<file path="src/rtl/allcall_defs.svh">
// Constants for the all-call reply and lockout logic
`ifndef ALLCALL_DEFS_SVH
`define ALLCALL_DEFS_SVH

// Uplink and downlink format codes
`define UF_SURV_ALT     5'h04
`define UF_SURV_ID      5'h05
`define UF_ALLCALL      5'h0b
`define UF_COMMA_ALT    5'h14
`define UF_COMMA_ID     5'h15
`define DF_SURV_ALT     5'h04
`define DF_SURV_ID      5'h05
`define DF_ALLCALL      5'h0b
`define DF_COMMB_ALT    5'h14
`define DF_COMMB_ID     5'h15
`define RR_COMMB_MIN    5'h10

// Designator codes and special designator layout
`define DI_MULTISITE    3'h1
`define DI_LOCKOUT_EDR  3'h7
`define SD_IIS_HI       15
`define SD_IIS_LO       12
`define SD_LOS_BIT      6

// Reply probability code ranges
`define PR_STOCH_MAX    4'h4
`define PR_OVR_MIN      4'h8
`define PR_OVR_MAX      4'h0c

// Flight status codes
`define FS_ALERT        3'h2
`define FS_NORMAL_HI    2'h0

// Timing figures and derived cycle and tick counts
`define CLK_MHZ         125
`define US_PER_S        1000000
`define TURNAROUND_US   128
`define TURN_CYC        (`TURNAROUND_US * `CLK_MHZ)
`define TICK_US         1000
`define TICK_CYC        (`TICK_US * `CLK_MHZ)
`define LOCKOUT_S       18
`define ALERT_S         18
`define LOCK_TICKS      (`LOCKOUT_S * `US_PER_S / `TICK_US)
`define ALERT_TICKS     (`ALERT_S * `US_PER_S / `TICK_US)

// Widths
`define TURN_W          16
`define TICK_W          17
`define TMR_W           15
`define SITES           16
`define SITE_W          4

// Register map
`define REG_CTRL        4'h0
`define REG_AA          4'h1
`define REG_MODEA       4'h2
`define REG_STATUS      4'h3
`define CTRL_W          5
`define CTRL_EN_BIT     0
`define CTRL_CA_HI      3
`define CTRL_CA_LO      1
`define CTRL_GND_BIT    4
`define CTRL_RST        5'h01
`define MODEA_W         14
`define MODEA_CODE_HI   12
`define MODEA_EMERG_BIT 13
`define STAT_ALERT_BIT  16
`define LFSR_SEED       16'hace1

`endif

</file>
<file path="src/rtl/allcall_pkg.sv">
// Types shared by the all-call reply and lockout logic
`include "allcall_defs.svh"
package allcall_pkg;

  typedef enum logic [1:0] {
    ST_IDLE = 2'b01,
    ST_WAIT = 2'b10
  } st_type;

  typedef struct packed {
    st_type                   st;
    logic [`TURN_W-1:0]       wait_cnt;
    logic [`TICK_W-1:0]       tick_cnt;
    logic                     tick;
    logic [15:0]              lfsr;
    logic [`TMR_W-1:0]        alert_cnt;
    logic                     alert;
    logic [`CTRL_W-1:0]       ctrl;
    logic [23:0]              aa;
    logic [`MODEA_W-1:0]      mode_a;
    logic [31:0]              rdata;
    logic                     lk_set;
    logic [`SITE_W-1:0]       lk_site;
    logic [4:0]               pend_df;
    logic [`SITE_W-1:0]       pend_ii;
    logic                     rvalid;
    logic [4:0]               rdf;
    logic [2:0]               rfs;
    logic [23:0]              rpi;
  } core_type;

  typedef struct packed {
    logic [`SITES-1:0][`TMR_W-1:0] cnt;
  } bank_type;

endpackage

</file>
<file path="src/rtl/lockout_if.sv">
// Carrier between the reply core and its lockout timer bank
`timescale 1ns/1ps
`include "allcall_defs.svh"
interface lockout_if;
  logic                set;
  logic [`SITE_W-1:0]  set_site;
  logic [`SITES-1:0]   active;

  modport core (output set, output set_site, input active);
  modport bank (input set, input set_site, output active);
endinterface

</file>
<file path="src/rtl/lockout_bank.sv">
// Sixteen independent site lockout timers counted in millisecond ticks
`timescale 1ns/1ps
`include "allcall_defs.svh"
module lockout_bank #(
  parameter logic [`TMR_W-1:0] LOCK_TICKS = `TMR_W'(`LOCK_TICKS)
) (
  input  wire logic  mclk_i,
  input  wire logic  sys_rst_i,
  input  wire logic  tick_i,
  lockout_if.bank    lk
);

  allcall_pkg::bank_type q;
  allcall_pkg::bank_type n;

  // Reload beats decrement, so a refresh in a tick cycle still restarts
  always_comb begin
    n = q;
    for (int i = 0; i < `SITES; i++) begin
      if (lk.set && lk.set_site == `SITE_W'(i)) begin
        n.cnt[i] = LOCK_TICKS;
      end else if (tick_i && q.cnt[i] != '0) begin
        n.cnt[i] = q.cnt[i] - 1'b1;
      end
    end
  end

  always_ff @(posedge mclk_i) begin
    if (sys_rst_i) begin
      q <= '0;
    end else begin
      q <= n;
    end
  end

  // One lockout flag per timer, site zero is the non-selective one
  for (genvar g = 0; g < `SITES; g++) begin : g_act
    assign lk.active[g] = (q.cnt[g] != '0);
  end
endmodule

</file>
<file path="src/rtl/allcall_reply_core.sv">
// All-call reply decision, site lockout, roll-call format choice and alert
`timescale 1ns/1ps
`include "allcall_defs.svh"
module allcall_reply_core #(
  parameter logic [`TICK_W-1:0] TICK_CYC    = `TICK_W'(`TICK_CYC),
  parameter logic [`TURN_W-1:0] TURN_CYC    = `TURN_W'(`TURN_CYC),
  parameter logic [`TMR_W-1:0]  LOCK_TICKS  = `TMR_W'(`LOCK_TICKS),
  parameter logic [`TMR_W-1:0]  ALERT_TICKS = `TMR_W'(`ALERT_TICKS)
) (
  input  wire logic         mclk_i,
  input  wire logic         sys_rst_i,
  input  wire logic         req_valid_i,
  input  wire logic [4:0]   req_uf_i,
  input  wire logic [3:0]   req_ii_i,
  input  wire logic [3:0]   req_pr_i,
  input  wire logic [4:0]   req_rr_i,
  input  wire logic [2:0]   req_di_i,
  input  wire logic [15:0]  req_sd_i,
  input  wire logic [3:0]   reg_addr_i,
  input  wire logic [31:0]  reg_wdata_i,
  input  wire logic         reg_wr_i,
  input  wire logic         reg_rd_i,
  output logic      [31:0]  reg_rdata_o,
  output logic              busy_o,
  output logic              reply_valid_o,
  output logic      [4:0]   reply_df_o,
  output logic      [2:0]   reply_fs_o,
  output logic      [2:0]   reply_ca_o,
  output logic      [23:0]  reply_aa_o,
  output logic      [23:0]  reply_pi_addr_o
);

  allcall_pkg::core_type q;
  allcall_pkg::core_type n;
  lockout_if             lk_bus();

  // Roll-call formats that always elicit a reply
  function automatic logic is_roll(input logic [4:0] uf);
    is_roll = (uf == `UF_SURV_ALT) || (uf == `UF_SURV_ID) ||
              (uf == `UF_COMMA_ALT) || (uf == `UF_COMMA_ID);
  endfunction

  // Identity requests map to the identity downlink pair
  function automatic logic is_ident(input logic [4:0] uf);
    is_ident = (uf == `UF_SURV_ID) || (uf == `UF_COMMA_ID);
  endfunction

  // Low k bits of the LFSR all zero gives odds of one in two to the k
  function automatic logic trial_pass(input logic [15:0] r, input logic [2:0] k);
    logic [15:0] mask;
    mask = (16'h0001 << k) - 16'h0001;
    trial_pass = ((r & mask) == 16'h0000);
  endfunction

  // Lockout command carried in the special designator
  function automatic logic is_lock_cmd(input logic [2:0] di, input logic [15:0] sd);
    is_lock_cmd = ((di == `DI_MULTISITE) || (di == `DI_LOCKOUT_EDR)) && sd[`SD_LOS_BIT];
  endfunction

  // Next-state logic for the whole core
  always_comb begin
    logic        roll;
    logic        allc;
    logic        locked;
    logic        allc_ok;
    logic        code_chg;
    logic [4:0]  df;
    roll     = is_roll(req_uf_i);
    allc     = (req_uf_i == `UF_ALLCALL);
    locked   = lk_bus.active[req_ii_i];
    allc_ok  = 1'b0;
    code_chg = 1'b0;
    df       = `DF_ALLCALL;
    n        = q;
    n.lk_set = 1'b0;
    n.rvalid = 1'b0;
    n.rdata  = 32'h0000_0000;

    // Free-running LFSR steps every cycle so each request sees a new draw
    n.lfsr = {q.lfsr[14:0], q.lfsr[15] ^ q.lfsr[14] ^ q.lfsr[12] ^ q.lfsr[3]};

    // Millisecond tick shared by lockout and alert timers
    if (q.tick_cnt == TICK_CYC - 1'b1) begin
      n.tick_cnt = '0;
      n.tick     = 1'b1;
    end else begin
      n.tick_cnt = q.tick_cnt + 1'b1;
      n.tick     = 1'b0;
    end

    // Register writes; status is read-only
    if (reg_wr_i) begin
      case (reg_addr_i)
        `REG_CTRL:  n.ctrl = reg_wdata_i[`CTRL_W-1:0];
        `REG_AA:    n.aa   = reg_wdata_i[23:0];
        `REG_MODEA: begin
          n.mode_a = reg_wdata_i[`MODEA_W-1:0];
          code_chg = reg_wdata_i[`MODEA_CODE_HI:0] != q.mode_a[`MODEA_CODE_HI:0];
        end
        default: ;
      endcase
    end

    // Alert timer: a fresh code change reloads, ticks wind it down
    if (code_chg) begin
      n.alert_cnt = ALERT_TICKS;
    end else if (q.tick && q.alert_cnt != '0) begin
      n.alert_cnt = q.alert_cnt - 1'b1;
    end
    n.alert = n.mode_a[`MODEA_EMERG_BIT] || (n.alert_cnt != '0);

    // Register reads: data stand only in the cycle after the strobe
    if (reg_rd_i) begin
      case (reg_addr_i)
        `REG_CTRL:   n.rdata = {27'h000_0000, q.ctrl};
        `REG_AA:     n.rdata = {8'h00, q.aa};
        `REG_MODEA:  n.rdata = {18'h0_0000, q.mode_a};
        `REG_STATUS: n.rdata = {15'h0000, q.alert, lk_bus.active};
        default:     n.rdata = 32'h0000_0000;
      endcase
    end

    // Reply decision per all-call probability class
    if (req_pr_i <= `PR_STOCH_MAX) begin
      allc_ok = !locked && trial_pass(q.lfsr, req_pr_i[2:0]);
    end else if (req_pr_i >= `PR_OVR_MIN && req_pr_i <= `PR_OVR_MAX) begin
      allc_ok = trial_pass(q.lfsr, req_pr_i[2:0]);
    end
    if (roll) begin
      df = is_ident(req_uf_i) ? ((req_rr_i < `RR_COMMB_MIN) ? `DF_SURV_ID : `DF_COMMB_ID)
                              : ((req_rr_i < `RR_COMMB_MIN) ? `DF_SURV_ALT : `DF_COMMB_ALT);
    end

    // Sequencer: new requests are ignored while a reply is pending
    unique case (q.st)
      allcall_pkg::ST_IDLE: begin
        if (req_valid_i) begin
          if (is_lock_cmd(req_di_i, req_sd_i)) begin
            n.lk_set  = 1'b1;
            n.lk_site = req_sd_i[`SD_IIS_HI:`SD_IIS_LO];
          end
          if (q.ctrl[`CTRL_EN_BIT] && (roll || (allc && allc_ok))) begin
            n.st       = allcall_pkg::ST_WAIT;
            n.wait_cnt = TURN_CYC - 1'b1;
            n.pend_df  = df;
            n.pend_ii  = req_ii_i;
          end
        end
      end
      allcall_pkg::ST_WAIT: begin
        if (q.wait_cnt == '0) begin
          n.st     = allcall_pkg::ST_IDLE;
          n.rvalid = 1'b1;
          n.rdf    = q.pend_df;
          n.rfs    = q.alert ? `FS_ALERT
                             : {`FS_NORMAL_HI, q.ctrl[`CTRL_GND_BIT]};
          n.rpi    = (q.pend_df == `DF_ALLCALL) ? {20'h0_0000, q.pend_ii} : 24'h00_0000;
        end else begin
          n.wait_cnt = q.wait_cnt - 1'b1;
        end
      end
    endcase
  end

  // State register
  always_ff @(posedge mclk_i) begin
    if (sys_rst_i) begin
      q         <= '0;
      q.st      <= allcall_pkg::ST_IDLE;
      q.ctrl    <= `CTRL_RST;
      q.lfsr    <= `LFSR_SEED;
    end else begin
      q <= n;
    end
  end

  // Timer bank hookup
  assign lk_bus.set      = q.lk_set;
  assign lk_bus.set_site = q.lk_site;

  lockout_bank #(
    .LOCK_TICKS (LOCK_TICKS)
  ) u_bank (
    .mclk_i     (mclk_i),
    .sys_rst_i  (sys_rst_i),
    .tick_i     (q.tick),
    .lk         (lk_bus)
  );

  // Outputs straight from flops; CA and AA are live register fields
  assign reg_rdata_o     = q.rdata;
  assign busy_o          = (q.st == allcall_pkg::ST_WAIT);
  assign reply_valid_o   = q.rvalid;
  assign reply_df_o      = q.rdf;
  assign reply_fs_o      = q.rfs;
  assign reply_ca_o      = q.ctrl[`CTRL_CA_HI:`CTRL_CA_LO];
  assign reply_aa_o      = q.aa;
  assign reply_pi_addr_o = q.rpi;

  // Checks
  logic accept;
  assign accept = (q.st == allcall_pkg::ST_IDLE) && req_valid_i;
endmodule

</file>
<file path="config.mk">
export PLATFORM = sky130hd
export DESIGN_NAME = allcall_reply_core
export DESIGN_NICKNAME = d
export VERILOG_FILES = /design/src/rtl/allcall_pkg.sv /design/src/rtl/lockout_if.sv /design/src/rtl/lockout_bank.sv /design/src/rtl/allcall_reply_core.sv
export VERILOG_INCLUDE_DIRS = /design/src /design/src/rtl
export SDC_FILE = /design/constraint.sdc
export NUM_CORES = 1
export LEC_CHECK = 0
export ABC_AREA = 1
export ABC_CLOCK_PERIOD_IN_PS = 2660
export BUFFER_PORTS_ARGS = -buffer_cell sky130_fd_sc_hd__buf_4
export CAP_MARGIN = 20
export CORE_ASPECT_RATIO = 1.2
export CORE_MARGIN = 5
export CORE_UTILIZATION = 55
export DETAILED_ROUTE_END_ITERATION = 7
export GPL_ROUTABILITY_DRIVEN = 0
export PLACE_DENSITY = 0.74
export SLEW_MARGIN = 0
export SYNTH_ARGS = -nofsm -noshare
export SYNTH_HDL_FRONTEND = slang
export SYNTH_SLANG_ARGS = --single-unit
</file>
<file path="constraint.sdc">
create_clock -name mclk_i -period 2.66 [get_ports mclk_i]
set_input_delay 0.399 -clock mclk_i [delete_from_list [all_inputs] [get_ports mclk_i]]
set_output_delay 0.399 -clock mclk_i [all_outputs]
set_load 0.01 [all_outputs]
</file>
; Word level (Yosys, flattened, before mapping)
; Cells that the tools add are included.
[classes]
muxes = 57
eq_ne = 34
shifts = 1
n_lt_le_gt_ge = 5
bitwise_logic = 8
reduce_logical = 112
addsub = 20
[ops]
columns = cell, n
row1 = $mux 15, 34
row2 = $reduce_bool 15->1, 18
row3 = $sub 15x1->15 const B, 17
row4 = $pmux 24 s4, 1
row5 = $logic_and 1x1->1, 38
row6 = $reduce_or 2->1, 19
row7 = $mux 18, 2
row8 = $pmux 18 s2, 1
row9 = $mux 33, 1
row10 = $eq 4x4->1 const B, 8
row11 = $logic_not 16->1, 2
row12 = $reduce_bool 2->1, 16
row13 = $sub 16x1->16 const B, 2
row14 = $mux 14, 2
row15 = $mux 5, 5
row16 = $add 17x1->17 const B, 1
row17 = $eq 17x17->1 const B, 1
row18 = $and 16x16->16, 1
row19 = $eq 4x2->1 const B, 4
row20 = $eq 4x3->1 const B, 4
row21 = $mux 16, 1
row22 = $shl 1x3->16 const A, 1
row23 = $ne 13x13->1, 1
row24 = $reduce_and 3->1, 4
row25 = 26 further kinds, 53
[word_totals]
regBits = 430
output_inout_bits = 93

; Depth between registers and ports, before layout
[logic_depth]
ltp_word = 12
depth_mapped = 20

; By module
; A second synthesis with hierarchy kept.
[hier_totals]
hier_cells = 3401
area_unflattened_um2 = 22501.6
[modules_own_cells]
columns = mod, seq_area_each_um2, cells_per_inst, n_inst, area_each_um2
row1 = lockout_bank, 4804.6, 2268, 1, 14467.6
row2 = allcall_reply_core, 3183.1, 1133, 1, 8034.0

; Least setup slack after synthesis
; OpenSTA, ideal clock, no wires.
[synth_timing]
kind = input-to-reg
start = input req_pr_i[1]
end = register q[175] in the netlist's numbering
required_ns = 2.529
path_slack_ns = 0.617
setup_time_ns = 0.131
path_stages = 16
arrival_ns = 1.912
cell_sequence = nand3_1 > inv_1 > ha_1 > o21a_1 > o211ai_1 > nor3_1 > o221ai_1 > nor2_1 > nand2_1 > nand2_1 > nand2_2 > nand2_4 > nand2_4 > buf_6 > nand2_1 > a21oi_2
[synth_via]
elab_chain_cells = 11
elab_cells_between_ends = 16
classes_between = 1 x add/sub / 3 x order compare / 1 x eq/ne / 1 x shift / 2 x mux / 1 x bitwise / 7 x reduce/logical
[synth_lines]
columns = item, line_no
row1 = "start, declared", allcall_reply_core.sv:15  ; input wire logic [3:0] req_pr_i,
row2 = $shl 1x3->16, allcall_reply_core.sv:51  ; mask = (16'h0001 << k) - 16'h0001;
row3 = $sub 16x1->16, allcall_reply_core.sv:51
row4 = $and 16x16->16, allcall_reply_core.sv:52  ; trial_pass = ((r & mask) == 16'h0000);
row5 = $logic_not 16->1, allcall_reply_core.sv:52
row6 = $mux 1 / $logic_and 1x1->1 (equally long branches), "allcall_reply_core.sv:126, allcall_reply_core.sv:125"
row7 = $mux 1 *, allcall_reply_core.sv:124  ; if (req_pr_i <= `PR_STOCH_MAX) begin
row8 = $logic_and 1x1->1 *, allcall_reply_core.sv:142  ; if (q.ctrl[`CTRL_EN_BIT] && (roll || (allc && allc_ok))) begin
row9 = $logic_or 1x1->1 *, allcall_reply_core.sv:142
row10 = $logic_and 1x1->1 *, allcall_reply_core.sv:142
row11 = $ne 2x2->1 (no line) *, --
row12 = $reduce_and 3->1 (no line) *, --
row13 = "end signal, assigned", allcall_reply_core.sv:173  ; q <= n;
row14 = "end, declared", allcall_reply_core.sv:33  ; allcall_pkg::core_type q;
; Mark *: on every way between the ends. The rest lies on a longest branch, timed or not.
; A chain may end at the register's enable or synchronous reset.

; Worst setup path in the final report
[layout_timing]
start = register u_bank.q[135] in the netlist's numbering
end = register q[175] in the netlist's numbering
[layout_via]
elab_chain_cells = 11
[layout_lines]
columns = item, line_no
row1 = "start, declared", lockout_bank.sv:13  ; allcall_pkg::bank_type q;
row2 = "start signal, assigned", lockout_bank.sv:32  ; q <= n;
row3 = $reduce_bool 15->1, lockout_bank.sv:38  ; assign lk.active[g] = (q.cnt[g] != '0);
row4 = $bmux 1 s4, allcall_reply_core.sv:70  ; locked = lk_bus.active[req_ii_i];
row5 = $mux 1 (not written as such), allcall_reply_core.sv:70
row6 = $logic_not 1->1, allcall_reply_core.sv:125  ; allc_ok = !locked && trial_pass(q.lfsr, req_pr_i[2:0]);
row7 = $logic_and 1x1->1, allcall_reply_core.sv:125
row8 = $mux 1, allcall_reply_core.sv:124
row9 = $logic_and 1x1->1, allcall_reply_core.sv:142
row10 = $logic_or 1x1->1, allcall_reply_core.sv:142
row11 = $logic_and 1x1->1, allcall_reply_core.sv:142
row12 = $ne 2x2->1 (no line), --
row13 = $reduce_and 3->1 (no line), --
; No other way between the ends. The select of a mux whose other input is x is not followed.

==> impl_metrics.env <==
export IMPL_p_sw_share_pct=22.58
export IMPL_p_leak_nw=10.15
export IMPL_layout_nets=2930
export IMPL_grt_max_degree=41
export IMPL_die_h_um=216.0
export IMPL_drcViolationCount=0
export IMPL_synth_area_top_cells="dfxtp_1, nand2_1, nor2_1"
export IMPL_pin_count=171
export IMPL_cp_required_ps=3080
export IMPL_avgSynthCellArea_um2=7.074
export IMPL_path_class="reg2reg"
export IMPL_io_buffers=118
export IMPL_coreArea_um2=35000
export IMPL_cts_tree="built"
export IMPL_cp_data_arrival_time_ps=2850
export IMPL_area_growth_pct=12.26
export IMPL_p_sw_mw=2.911
export IMPL_yosysTopAreaCellShare_pct=41.08
export IMPL_drt_wl_total_um=47080
export IMPL_fillerInstances=3146
export IMPL_drtIter0Drc=1005
export IMPL_grt_setup_unrepaired="no"
export IMPL_period_needed_ps=2424
export IMPL_ant_nets=0
export IMPL_max_clock_freq_mhz=412.6
export IMPL_p_total_mw=12.89
export IMPL_worstPathMaxFanout=18
export IMPL_first_global_vias=16620
export IMPL_cp_num_buf_inv=1
export IMPL_synth_flop_cell="dfxtp_1"
export IMPL_seq_power_share_pct=47.3
export IMPL_dieWidth_um=181.7
export IMPL_detail_route_first_pass_iterations=6
export IMPL_synth_most_common_cell="nand2_1"
export IMPL_clockPowerShare_pct=47.3
export IMPL_hold_class="in2reg"
export IMPL_crit_path_top_delay_cell="dfxtp_1"
export IMPL_placed_area_um2=20360
export IMPL_peakVddDrop_mv=0.5975
export IMPL_async_flop_share_pct=0
export IMPL_routed_via_count=17490
export IMPL_synth_top_cells_by_count="nand2_1, nor2_1, inv_1"
export IMPL_maxSlewHeadroom_pct=58.57
export IMPL_outcome="complete, no violations"
export IMPL_fin_setup_tns_ps=0
export IMPL_htreeDepth=2
export IMPL_die_area_um2=39230
export IMPL_antenna_cells=0
export IMPL_cts_root_buffer="clkbuf_16"
export IMPL_p_comb_share_pct=5.4
export IMPL_synth_top_area_cell="dfxtp_1"
export IMPL_clock_sinks=399
export IMPL_routedWlPerCell_um=14.16
export IMPL_worst_setup_path_end_kind="register"
export IMPL_overflow=0
export IMPL_antenna_found_initial=1
export IMPL_clkTransAtPathRegs_ps=60
export IMPL_hold_ws_ps=101.5
export IMPL_drive_above_1_share_pct=11.63
export IMPL_worstMarginPinSlew_ps=615.7
export IMPL_internal_power_mw=9.981
export IMPL_critPathTopFamily="simple AND/OR/NAND/NOR gates"
export IMPL_fin_crit_sh_pct=91.12
export IMPL_finalMaxSlewViolations=0
export IMPL_clock_latency_ps=550
export IMPL_synth_cell_types=55
export IMPL_cp_start_kind="register"
export IMPL_numCtsBuffers=41
export IMPL_ys_ff_latch=399
export IMPL_syn_area_um2=19450
export IMPL_grt_pass1_wl_um=77510
export IMPL_max_cap_viol_count=0
export IMPL_clock_path_buffers=3
export IMPL_yosysSeqAreaShare_pct=41.08
export IMPL_rows=75
export IMPL_finalHoldViolations=0
export IMPL_start_util_pct=55.56
export IMPL_via_per_inst=5.259
export IMPL_dpl_hpwl_um=34630
export IMPL_fin_area_um2=21830
export IMPL_syn_inst=2749
export IMPL_path_cells="inv_1 > ha_1 > nand3_1 > nor2_1 > nand3_1 > nand3_1 > nand3_1 > nand3_1 > nand2_1 > nand2_1 > nand2_1 > nand2_1 > nand2_2 > nand2_8 > nand2_4 > nand2_1 > a21oi_2"
export IMPL_crit_path_max_incr_delay_ps=310
export IMPL_ys_warn_count=0
export IMPL_p_per_area_nw_per_um2=590.5
export IMPL_fin_skew_ps=15.41
export IMPL_setup_violations=0
export IMPL_synth_edf_count=0
export IMPL_grt_use_total_pct=23.20
power by group through the flow:
stage / registers (mW) / clock network, mW / logic (mW)
after CTS: 6.09 / 6.22 / 0.695
after global placement: 6.22 / 0 / 0.677
after detailed placement: 6.22 / 0 / 0.691
after floorplan: 6.21 / 0 / 0.502
final: 6.09 / 6.10 / 0.702
after global routing: 6.10 / 6.44 / 0.780
final timing paths:
path / slack [ps] / start / depth (start not counted) / end
setup / recovery: 240 / u_bank.q[135]$_SDFFE_PP0P_ / 17 / q[175]$_SDFFE_PP0P_
hold reg to reg: 400 / n[152]$_SDFF_PP1_ / 2 / n[153]$_SDFF_PP0_
hold / removal: 100 / req_uf_i[0] / 3 / q[37]$_SDFFE_PP0P_
setup reg to reg: 240 / u_bank.q[135]$_SDFFE_PP0P_ / 17 / q[175]$_SDFFE_PP0P_
cells by family (layout without fill, tap and decap cells):
family	Yosys count	count (layout)	share of synthesized area (%)
xor+xnor	64	64	2.883
other cells	1	29	0.01928
buf+inv	563	649	12.83
flops	399	399	41.08
simple gates	1271	1271	29.57
fa+ha+maj	21	21	1.351
compound gates	430	430	12.27
sequential cells by signal, summed over array words and instances, names as in the netlist:
signal	flops
n	15
lk_bus.set_site	4
lk_bus.set	1
reply_valid_o	1
reg_rdata_o	24
reply_df_o	4
u_bank.q	240
reply_aa_o	24
reply_ca_o	3
q	77
reply_pi_addr_o	4
reply_fs_o	2
per-stage QoR:
stage	setup WS (ps)	util, %	std cells
after floorplan	617.3	-	2777
after global placement	150.1	58.18	3250
after detailed placement	140.2	58.18	3250
after CTS	196.4	62.31	3325
after global routing	10.86	62.37	3325
final	236.3	62.37	3325
cell type report:
class                      instances  area, um2  share of cell area (%)
sequential                       399       7988                   36.59
tap                              462      578.1                   2.648
timing repair buffer             148       1124                   5.147
clock buffer                      56       1215                   5.565
inverter                         426       1602                   7.336
clock inverter                    19      231.5                   1.060
multi-input combinational       1815       9094                   41.66
layout by cell type (no fill, tap or decap), types with 10 or more instances in the layout:
master / Yosys / layout
inv_1: 407 / 405
dfxtp_1: 399 / 399
clkbuf_16: 0 / 43
inv_2: 17 / 18
nor4_1: 19 / 19
a21oi_1: 187 / 187
clkinv_2: 0 / 10
a211oi_1: 16 / 16
conb_1: 1 / 29
xor2_1: 46 / 46
buf_4: 94 / 147
or2_2: 22 / 22
nand4_1: 26 / 26
nor3b_1: 21 / 21
o31ai_1: 15 / 15
nand3_1: 131 / 131
nor2_4: 11 / 12
o21ai_0: 133 / 133
nor3_1: 105 / 104
nand2_1: 433 / 433
nand2_2: 14 / 14
ha_1: 21 / 21
o22ai_1: 11 / 11
and3_1: 16 / 16
xnor2_1: 18 / 18
nor2_2: 16 / 16
a31oi_1: 33 / 33
nor2_1: 418 / 417
per-layer routing:
metal | global-route usage, % | up-vias | part of all wire, %
li1 | - | 8875 | -
met1 | 28.08 | 8111 | 42
met2 | 41.37 | 406 | 49
met3 | 4.833 | 93 | 6.2
met4 | 6.982 | 2 | 2.6
met5 | 0 | - | 0.042
worst reg2reg max path: stages, from the launching register on:
cell	delay, ps
dfxtp_1	310
inv_1	90
ha_1	190
nand3_1	140
nor2_1	150
nand3_1	160
nand3_1	150
nand3_1	80
nand3_1	80
nand2_1	130
nand2_1	100
nand2_1	50
nand2_1	80
nand2_2	120
nand2_8	160
nand2_4	160
nand2_1	120
a21oi_2	50
timing repair:
item                                    in CTS  in global routing
endpoints found under the setup margin       0                 17
hold buffers                                 0                  0
gates resized for setup                      0                  5
buffers inserted                             0                  0
Power figures use the tool's default switching activity.
